[src/hdl/hpsr_pkg.sv]
// package: register map, field layout and reset values of the port swap and remap block
package hpsr_pkg;
    localparam int HPSR_NUM_PORTS = 8;
    localparam int HPSR_ADDR_W = 12;
    // printed offsets are register indices; byte address is four times the index
    localparam logic [9:0] HPSR_IDX_CONFIG = 10'h008;
    localparam logic [9:0] HPSR_IDX_SWAP = 10'h0fa;
    localparam logic [9:0] HPSR_IDX_REMAP12 = 10'h0fb;
    localparam logic [9:0] HPSR_IDX_STATUS = 10'h0fc;
    localparam logic [11:0] HPSR_ADDR_CONFIG = {HPSR_IDX_CONFIG, 2'h0};
    localparam logic [11:0] HPSR_ADDR_SWAP = {HPSR_IDX_SWAP, 2'h0};
    localparam logic [11:0] HPSR_ADDR_REMAP12 = {HPSR_IDX_REMAP12, 2'h0};
    localparam logic [11:0] HPSR_ADDR_STATUS = {HPSR_IDX_STATUS, 2'h0};
    // field positions
    localparam int HPSR_RENUM_EN_BIT = 0;
    localparam int HPSR_P1_LSB = 0;
    localparam int HPSR_P2_LSB = 4;
    localparam int HPSR_UP_SWAP_BIT = 0;
    // reset values
    localparam logic [7:0] HPSR_RST_SWAP = 8'h00;
    localparam logic [7:0] HPSR_RST_REMAP12 = 8'h21;
    localparam logic HPSR_RST_RENUM = 1'b0;
    // identity numbers used while renumbering is off
    localparam logic [3:0] HPSR_ID_P1 = 4'h1;
    localparam logic [3:0] HPSR_ID_P2 = 4'h2;
    localparam logic [1:0] HPSR_RESP_OKAY = 2'h0;
    localparam logic [1:0] HPSR_RESP_SLVERR = 2'h2;

    // logical number of one physical port; 0 means disabled
    function automatic logic [3:0] hpsr_logical(input logic [3:0] field, input logic renum,
                                                input logic [3:0] identity);
        if (!renum) begin
            return identity;
        end else if (field[3]) begin
            return 4'h0;           // reserved codes act as disabled
        end else begin
            return field;
        end
    endfunction : hpsr_logical
endpackage : hpsr_pkg

[src/hdl/hpsr_pin_swap.sv]
// module: per-port exchange of positive and negative data pins
`timescale 1ns/1ps
module hpsr_pin_swap import hpsr_pkg::*; #(
    parameter int N = HPSR_NUM_PORTS
) (
    input wire logic [N-1:0] swap,
    input wire logic [N-1:0] phy_pos_out,
    input wire logic [N-1:0] phy_pos_oe,
    input wire logic [N-1:0] phy_neg_out,
    input wire logic [N-1:0] phy_neg_oe,
    input wire logic [N-1:0] pin_pos_in,
    input wire logic [N-1:0] pin_neg_in,
    output logic [N-1:0] pin_pos_out,
    output logic [N-1:0] pin_pos_oe,
    output logic [N-1:0] pin_neg_out,
    output logic [N-1:0] pin_neg_oe,
    output logic [N-1:0] phy_pos_in,
    output logic [N-1:0] phy_neg_in
);
    // refuse port counts that the mask layout cannot serve
    if (N < 1 || N > 16) begin : g_bad_n
        $error("hpsr_pin_swap: port count out of range");
    end

    // bit i of the mask steers port i; bit 0 is the upstream port
    always_comb begin
        for (int i = 0; i < N; i++) begin
            if (swap[i]) begin
                // exchanged: both drive and receive cross over
                pin_pos_out[i] = phy_neg_out[i];
                pin_pos_oe[i] = phy_neg_oe[i];
                pin_neg_out[i] = phy_pos_out[i];
                pin_neg_oe[i] = phy_pos_oe[i];
                phy_pos_in[i] = pin_neg_in[i];
                phy_neg_in[i] = pin_pos_in[i];
            end else begin
                // straight through
                pin_pos_out[i] = phy_pos_out[i];
                pin_pos_oe[i] = phy_pos_oe[i];
                pin_neg_out[i] = phy_neg_out[i];
                pin_neg_oe[i] = phy_neg_oe[i];
                phy_pos_in[i] = pin_pos_in[i];
                phy_neg_in[i] = pin_neg_in[i];
            end
        end
    end
endmodule : hpsr_pin_swap

[src/hdl/hpsr_top.sv]
// module: port swap and remap registers with an AXI4-Lite slave
//
// Implementation choice: register access over AXI4-Lite.
`timescale 1ns/1ps
module hpsr_top import hpsr_pkg::*; #(
    parameter int ADDR_W = HPSR_ADDR_W
) (
    input wire logic CLK,
    input wire logic RST_B,
    input wire logic CE,
    input wire logic [ADDR_W-1:0] S_AXI_AWADDR,
    input wire logic S_AXI_AWVALID,
    output logic S_AXI_AWREADY,
    input wire logic [31:0] S_AXI_WDATA,
    input wire logic [3:0] S_AXI_WSTRB,
    input wire logic S_AXI_WVALID,
    output logic S_AXI_WREADY,
    output logic [1:0] S_AXI_BRESP,
    output logic S_AXI_BVALID,
    input wire logic S_AXI_BREADY,
    input wire logic [ADDR_W-1:0] S_AXI_ARADDR,
    input wire logic S_AXI_ARVALID,
    output logic S_AXI_ARREADY,
    output logic [31:0] S_AXI_RDATA,
    output logic [1:0] S_AXI_RRESP,
    output logic S_AXI_RVALID,
    input wire logic S_AXI_RREADY,
    input wire logic [7:0] PHY_POS_OUT,
    input wire logic [7:0] PHY_POS_OE,
    input wire logic [7:0] PHY_NEG_OUT,
    input wire logic [7:0] PHY_NEG_OE,
    output logic [7:0] PHY_POS_IN,
    output logic [7:0] PHY_NEG_IN,
    input wire logic [7:0] POSITIVE_LINE_PIN_I,
    output logic [7:0] POSITIVE_LINE_PIN_O,
    output logic [7:0] POSITIVE_LINE_PIN_OE,
    input wire logic [7:0] NEGATIVE_LINE_PIN_I,
    output logic [7:0] NEGATIVE_LINE_PIN_O,
    output logic [7:0] NEGATIVE_LINE_PIN_OE,
    output logic [3:0] PORT1_LOGICAL,
    output logic [3:0] PORT2_LOGICAL,
    output logic PORT1_ENABLED,
    output logic PORT2_ENABLED
);
    // refuse address widths that cannot hold the register map
    if (ADDR_W < 12 || ADDR_W > 32) begin : g_bad_addr_w
        $error("hpsr_top: address width must be 12 to 32 bits");
    end

    typedef struct packed {
        logic awready;
        logic wready;
        logic bvalid;
        logic [1:0] bresp;
        logic arready;
        logic rvalid;
        logic [1:0] rresp;
        logic [31:0] rdata;
        logic [7:0] swap;
        logic [7:0] remap;
        logic renum;
        logic [7:0] pos_o;
        logic [7:0] pos_oe;
        logic [7:0] neg_o;
        logic [7:0] neg_oe;
        logic [7:0] pos_i;
        logic [7:0] neg_i;
        logic [3:0] p1_log;
        logic [3:0] p2_log;
        logic p1_en;
        logic p2_en;
    } hpsr_state_s;

    localparam hpsr_state_s HPSR_RST_STATE = '{swap: HPSR_RST_SWAP, remap: HPSR_RST_REMAP12,
        renum: HPSR_RST_RENUM, p1_log: HPSR_ID_P1, p2_log: HPSR_ID_P2,
        p1_en: |HPSR_ID_P1, p2_en: |HPSR_ID_P2, default: '0};

    hpsr_state_s st;
    hpsr_state_s next_st;
    logic [7:0] sw_pos_o;
    logic [7:0] sw_pos_oe;
    logic [7:0] sw_neg_o;
    logic [7:0] sw_neg_oe;
    logic [7:0] sw_pos_i;
    logic [7:0] sw_neg_i;
    logic [11:0] wr_addr;
    logic [11:0] rd_addr;

    // only the low twelve bits decode; wider buses alias
    assign wr_addr = S_AXI_AWADDR[11:0];
    assign rd_addr = S_AXI_ARADDR[11:0];

    // pin exchange, steered by the live swap mask
    hpsr_pin_swap #(.N(HPSR_NUM_PORTS)) u_swap (
        .swap(st.swap),
        .phy_pos_out(PHY_POS_OUT),
        .phy_pos_oe(PHY_POS_OE),
        .phy_neg_out(PHY_NEG_OUT),
        .phy_neg_oe(PHY_NEG_OE),
        .pin_pos_in(POSITIVE_LINE_PIN_I),
        .pin_neg_in(NEGATIVE_LINE_PIN_I),
        .pin_pos_out(sw_pos_o),
        .pin_pos_oe(sw_pos_oe),
        .pin_neg_out(sw_neg_o),
        .pin_neg_oe(sw_neg_oe),
        .phy_pos_in(sw_pos_i),
        .phy_neg_in(sw_neg_i)
    );

    // next state: bus slave, register writes, registered pin and map outputs
    always_comb begin
        next_st = st;
        // write: both channels taken together, one cycle after both are valid
        next_st.awready = S_AXI_AWVALID && S_AXI_WVALID && !st.awready && !st.bvalid;
        next_st.wready = S_AXI_AWVALID && S_AXI_WVALID && !st.awready && !st.bvalid;
        if (st.bvalid && S_AXI_BREADY) begin
            next_st.bvalid = 1'b0;
        end
        if (st.awready) begin
            next_st.bvalid = 1'b1;
            next_st.bresp = HPSR_RESP_OKAY;
            unique case (wr_addr)
                HPSR_ADDR_CONFIG: begin
                    if (S_AXI_WSTRB[0]) begin
                        next_st.renum = S_AXI_WDATA[HPSR_RENUM_EN_BIT];
                    end
                end
                HPSR_ADDR_SWAP: begin
                    if (S_AXI_WSTRB[0]) begin
                        next_st.swap = S_AXI_WDATA[7:0];
                    end
                end
                HPSR_ADDR_REMAP12: begin
                    if (S_AXI_WSTRB[0]) begin
                        next_st.remap = S_AXI_WDATA[7:0];
                    end
                end
                HPSR_ADDR_STATUS: ;  // read-only, write ignored
                default: next_st.bresp = HPSR_RESP_SLVERR;
            endcase
        end
        // read: address taken one cycle after valid, data the cycle after
        next_st.arready = S_AXI_ARVALID && !st.arready && !st.rvalid;
        if (st.rvalid && S_AXI_RREADY) begin
            next_st.rvalid = 1'b0;
        end
        if (st.arready) begin
            next_st.rvalid = 1'b1;
            next_st.rresp = HPSR_RESP_OKAY;
            next_st.rdata = 32'h0;
            unique case (rd_addr)
                HPSR_ADDR_CONFIG: next_st.rdata[HPSR_RENUM_EN_BIT] = st.renum;
                HPSR_ADDR_SWAP: next_st.rdata[7:0] = st.swap;
                HPSR_ADDR_REMAP12: next_st.rdata[7:0] = st.remap;
                HPSR_ADDR_STATUS: next_st.rdata[7:0] = {st.p2_log, st.p1_log};
                default: next_st.rresp = HPSR_RESP_SLVERR;
            endcase
        end
        // pins registered so every output leaves a flop; costs one cycle of latency
        next_st.pos_o = sw_pos_o;
        next_st.pos_oe = sw_pos_oe;
        next_st.neg_o = sw_neg_o;
        next_st.neg_oe = sw_neg_oe;
        next_st.pos_i = sw_pos_i;
        next_st.neg_i = sw_neg_i;
        // logical numbers; host side numbering is left to the host
        next_st.p1_log = hpsr_logical(st.remap[HPSR_P1_LSB +: 4], st.renum, HPSR_ID_P1);
        next_st.p2_log = hpsr_logical(st.remap[HPSR_P2_LSB +: 4], st.renum, HPSR_ID_P2);
        // enables kept in their own flops so the outputs carry no gate after the register
        next_st.p1_en = |next_st.p1_log;
        next_st.p2_en = |next_st.p2_log;
    end

    // single state register; clock enable freezes everything
    always_ff @(posedge CLK or negedge RST_B) begin
        if (!RST_B) begin
            st <= HPSR_RST_STATE;
        end else if (CE) begin
            st <= next_st;
        end
    end

    assign S_AXI_AWREADY = st.awready;
    assign S_AXI_WREADY = st.wready;
    assign S_AXI_BVALID = st.bvalid;
    assign S_AXI_BRESP = st.bresp;
    assign S_AXI_ARREADY = st.arready;
    assign S_AXI_RVALID = st.rvalid;
    assign S_AXI_RRESP = st.rresp;
    assign S_AXI_RDATA = st.rdata;
    assign POSITIVE_LINE_PIN_O = st.pos_o;
    assign POSITIVE_LINE_PIN_OE = st.pos_oe;
    assign NEGATIVE_LINE_PIN_O = st.neg_o;
    assign NEGATIVE_LINE_PIN_OE = st.neg_oe;
    assign PHY_POS_IN = st.pos_i;
    assign PHY_NEG_IN = st.neg_i;
    assign PORT1_LOGICAL = st.p1_log;
    assign PORT2_LOGICAL = st.p2_log;
    assign PORT1_ENABLED = st.p1_en;
    assign PORT2_ENABLED = st.p2_en;
endmodule : hpsr_top
[config.mk]
export PLATFORM = sky130hd
export DESIGN_NAME = hpsr_top
export DESIGN_NICKNAME = d
export VERILOG_FILES = /design/src/hdl/hpsr_pkg.sv /design/src/hdl/hpsr_pin_swap.sv /design/src/hdl/hpsr_top.sv
export SDC_FILE = /design/constraint.sdc
export NUM_CORES = 1
export LEC_CHECK = 0
export BUFFER_PORTS_ARGS = -buffer_cell sky130_fd_sc_hd__buf_2
export CORE_UTILIZATION = 34
export CTS_CLUSTER_DIAMETER = 200
export CTS_CLUSTER_SIZE = 24
export DETAILED_ROUTE_END_ITERATION = 8
export SYNTH_ARGS = -nofsm -noshare
export SYNTH_HDL_FRONTEND = slang
export SYNTH_SLANG_ARGS = --single-unit
[constraint.sdc]
create_clock -name CLK -period 2.2 [get_ports CLK]
set_input_delay 0.11 -clock CLK [delete_from_list [all_inputs] [get_ports CLK]]
set_output_delay 0.11 -clock CLK [all_outputs]
set_load 0.005 [all_outputs]
After elaboration in Yosys (flattened, before gate mapping)
Cells that the tools add are included.
{"block": "word_totals", "in_bits": 116, "elab_cells": 112, "reg_bits": 91}
{"block": "op_classes", "reduce_logical": 24, "muxes": 60, "eq_ne": 8}
{"operator": "$eq 12x10->1 const B", "n": 6}
{"operator": "$mux 1", "n": 50}
{"operator": "$mux 35", "n": 1}
{"operator": "$eq 12x6->1 const B", "n": 2}
{"operator": "$pmux 7 s3", "n": 1}
{"operator": "$reduce_or 4->1", "n": 4}
{"operator": "$mux 3", "n": 5}
{"operator": "$reduce_and 4->1", "n": 3}
{"operator": "$reduce_and 2->1", "n": 4}
{"operator": "$logic_and 1x1->1", "n": 7}
{"operator": "$logic_not 1->1", "n": 4}
{"operator": "$mux 2", "n": 2}
{"operator": "$pmux 1 s4", "n": 1}
{"operator": "$reduce_bool 2->1", "n": 2}

Logic depth before layout (Yosys ltp)
{"block": "logic_depth", "ltp_word": 4, "depth_mapped": 5, "depth_no_buf": 4}

Modules after synthesis
From an unflattened synthesis, not the netlist that was laid out.
{"block": "unflattened", "hier_cells": 421, "hier_area_um2": 5126.2}
{"module": "hpsr_top", "seq_area_each_um2": 2184.6, "n_inst": 1, "area_per_inst_um2": 4315.4, "cells_per_inst": 365}
{"module": "hpsr_pin_swap", "seq_area_each_um2": 0.0, "n_inst": 1, "area_per_inst_um2": 810.8, "cells_per_inst": 56}

Worst setup path after synthesis
OpenSTA, ideal clock, no wires.
{"block": "synth_timing", "path_type": "flip-flop to flip-flop", "from": "reg S_AXI_WREADY (netlist name)", "to": "reg st[60] in the netlist's numbering", "stages_incl_launch_ff": 6, "path_buffers": 1, "setup_ns": 0.125, "t_arrival_ns": 1.501, "setup_slack_ns": 0.574, "period_less_slack_ns": 1.626, "cell_sequence": "dfrtp_1 and3_1 nand3_1 or3_1 buf_2 mux2_4"}
{"element": "end signal, assigned", "line": "hpsr_top.sv:179", "rtl": "st <= next_st;"}
{"element": "end, declared", "line": "hpsr_top.sv:78", "rtl": "hpsr_state_s st;"}

==> flow_summary.ini <==
[status]
outcome = finished clean

[floorplan]
ios = 215
rows = 42
start_util_pct = 35.4
coreArea_mm2 = 0.0135
die_w_um = 121
die_h_um = 121
dieArea_mm2 = 0.0146

[yosys]
synth_area_leaders = dfrtp_1, buf_4, mux2i_1
synthesis.area_mm2 = 0.00479
yosys-top-cells-count = buf_4, dfrtp_1, nor2_1
yosysSeqAreaShare_pct = 45.6
yosysWarnings = 0
synth_area_per_cell_um2 = 10.1
synth.largest_area_cell = dfrtp_1
synth_seq_cells = 87
yosysUniqueCellTypes = 37
synth-edff-count = 0
ys_async_sr_fraction_pct = 100
synthFlopType = dfrtp_1
postSynthCellCount = 472
synth_top_area_share_pct = 42.3
synth.most_common_cell = buf_4

[min_path]
hp-start = S_AXI_WDATA[1]
min_path_type = input port to flip-flop
holdPathEnd = st[60]
hold_depth = 2

[place]
place_ws_ns = 0.380
port_buffers = 159
place_congestion = 0.762
placed_area_mm2 = 0.00517
placed_cells_incl_taps = 722
dpl.hpwl_mm = 7.90

[finish]
multi_input_area_mm2 = 0.00188
antenna_cells = 0
layout-drive-gt1-share_pct = 38.5
fin_area_mm2 = 0.00545
seq_area_mm2 = 0.00218
fin_cells = 739
final.fill_count = 1346
fin_nets = 674
area_growth_syn_to_layout_pct = 13.9

[drt]
dr.pass1.iters = 4
routed_via_density = 4.59
routed_wirelength_mm = 10.4
ant_nets = 0
drt_iter0_drc = 62
drc_errors = 0
met3RoutedLength_um = 798
via_count = 3391
dr.max_layer_used = met4
wl_met2_mm = 4.79
wirelength_met1_mm = 4.71
wl_per_cell_um = 14.1

[worst_setup_path]
critPathSlowestCell = or3_1
crit_chain = and3_1 -> nand3_1 -> or3_1 -> mux2_4
critPathLaunchType = flip-flop
rrSetupSlack_ns = 0.39
crit_fanout = 8
arrival_ns = 2.03
ff2ff_path_depth = 4
cp_top_family = simple AND/OR/NAND/NOR gates
r2r_end = st[61]
crit_type = flip-flop to flip-flop
worstPathBufferInverterCount = 0
crit_path_end_kind = flip-flop
cp_data_required_time_ns = 2.42
max_stage_delay_ns = 0.59
r2r_start = S_AXI_WREADY

[timing]
worst_slack_ns = 0.387
hold_viol = 0
finalCritPeriodShare_pct = 82.4
setup_violations = 0
fin_crit_ns = 1.81
rsz0062_at_grt = no
fmax_ghz = 0.552
finalClockSkew_ns = 0.0103
worst_pin_slew_ns = 0.832
final-max-slew-violation-count = 0
tns_ns = 0
max_slew_margin_pct = 44.6

[clocking]
clockBufferDepth = 2
post_cts_resized = 0
cts_tree = yes
cts_max_level = 3
clock-root-buffer = clkbuf_16
worstSkewPairLatency_ns = 0.34
cts_hold_buffers = 1
numCtsBuffers = 9
post_cts_buffers = 0
clk_pin_slew_ns = 0.07
clkSinkCount = 87

[grt]
grt_pass1_wl_mm = 16.7
antenna_found_initial = 0
grt_max_degree = 89
track_usage_pct = 14.7
grt_remaining_overflow = 0
grt_pass1_vias = 3440

[flow_run]
cap_violations = 0

[pwr]
leakagePower_nw = 2.54
pwr_density_cell_mw_per_mm2 = 666
irDropWorstVdd_v = 0.000358
[cell type report]
cell class              count  share of cell area [%]
flip-flops and latches     87                    40.1
clock buffers              10                    4.20
inverters                   8                   0.551
clock inverters             6                   0.826
repair buffers            165                    15.8
multi-input cells         287                    34.5
well taps                 176                    4.04
[placed cells by master, fill, tap and decap left out, types with 3 or more instances in the layout]
cell,count
clkinvlp_4,3
nor3_1,5
a21oi_1,50
conb_1,28
or4_1,3
nor2_1,55
inv_1,8
buf_2,157
nand4_1,4
buf_4,6
mux2i_1,49
mux2_2,18
nand2_1,24
dfstp_2,6
nand3_1,3
clkbuf_16,9
a22oi_1,7
mux2_4,8
a22o_1,3
o22ai_1,4
dfrtp_1,81
nand2b_1,4
[power breakdown]
part | leakage [nW] | internal (mW) | switching, mW | total [mW]
combinational | 1.37 | 0.209 | 0.246 | 0.455
sequential | 1.05 | 1.70 | 0.0636 | 1.76
clock | 0.126 | 0.772 | 0.641 | 1.41
[cells by family after synthesis]
family                 Yosys count  synth area share (%)
and+or+nand+nor                114                  11.9
other                            1                0.0783
AOI/OAI and AO/OA               70                  8.23
buffers and inverters          125                  17.1
muxes                           75                  17.0
DFF                             87                  45.6
[per-stage QoR]
| stage | hold WS, ns | power, mW | utilization (%) |
|---|---|---|---|
| after floorplan | -0.186 | 2.13 | - |
| after global placement | 0.148 | 2.24 | 38.3 |
| after detailed placement | 0.156 | 2.25 | 38.3 |
| after CTS | 0.00721 | 3.69 | 40.4 |
| after global routing | 0.00708 | 3.81 | 40.4 |
| final | 0.0183 | 3.63 | 40.4 |
[metal layers]
| layer | vias to the layer above | global-route usage, % |
|---|---|---|
| met5 | - | 0 |
| met4 | 0 | 4.17 |
| met3 | 9 | 5.05 |
| met2 | 116 | 24.0 |
| met1 | 1596 | 18.4 |
| li1 | 1670 | - |
[worst max path at each step]
stage | startpoint | to | cells after the start
CTS | S_AXI_WREADY | st[61] | 4
detailed placement | S_AXI_WREADY | st[61] | 4
finish | S_AXI_WREADY | st[61] | 4
global route | S_AXI_WREADY | st[61] | 4
global placement | S_AXI_WREADY | st[66] | 4
floorplan | S_AXI_WREADY | st[60] | 5
[sequential cells by signal, indices dropped and copies added (netlist names), 3 cells and up]
name                  count
st                       17
NEGATIVE_LINE_PIN_OE      8
NEGATIVE_LINE_PIN_O       8
PHY_NEG_IN                8
PHY_POS_IN                8
POSITIVE_LINE_PIN_OE      8
POSITIVE_LINE_PIN_O       8
S_AXI_RDATA               8
PORT1_LOGICAL             3
PORT2_LOGICAL             3
[worst reg2reg max path, stage by stage, from the launching register on]
cell and delay (ns):
dfrtp_1 0.41, and3_1 0.20, nand3_1 0.11, or3_1 0.59, mux2_4 0.38
Power figures use the tool's default switching activity.
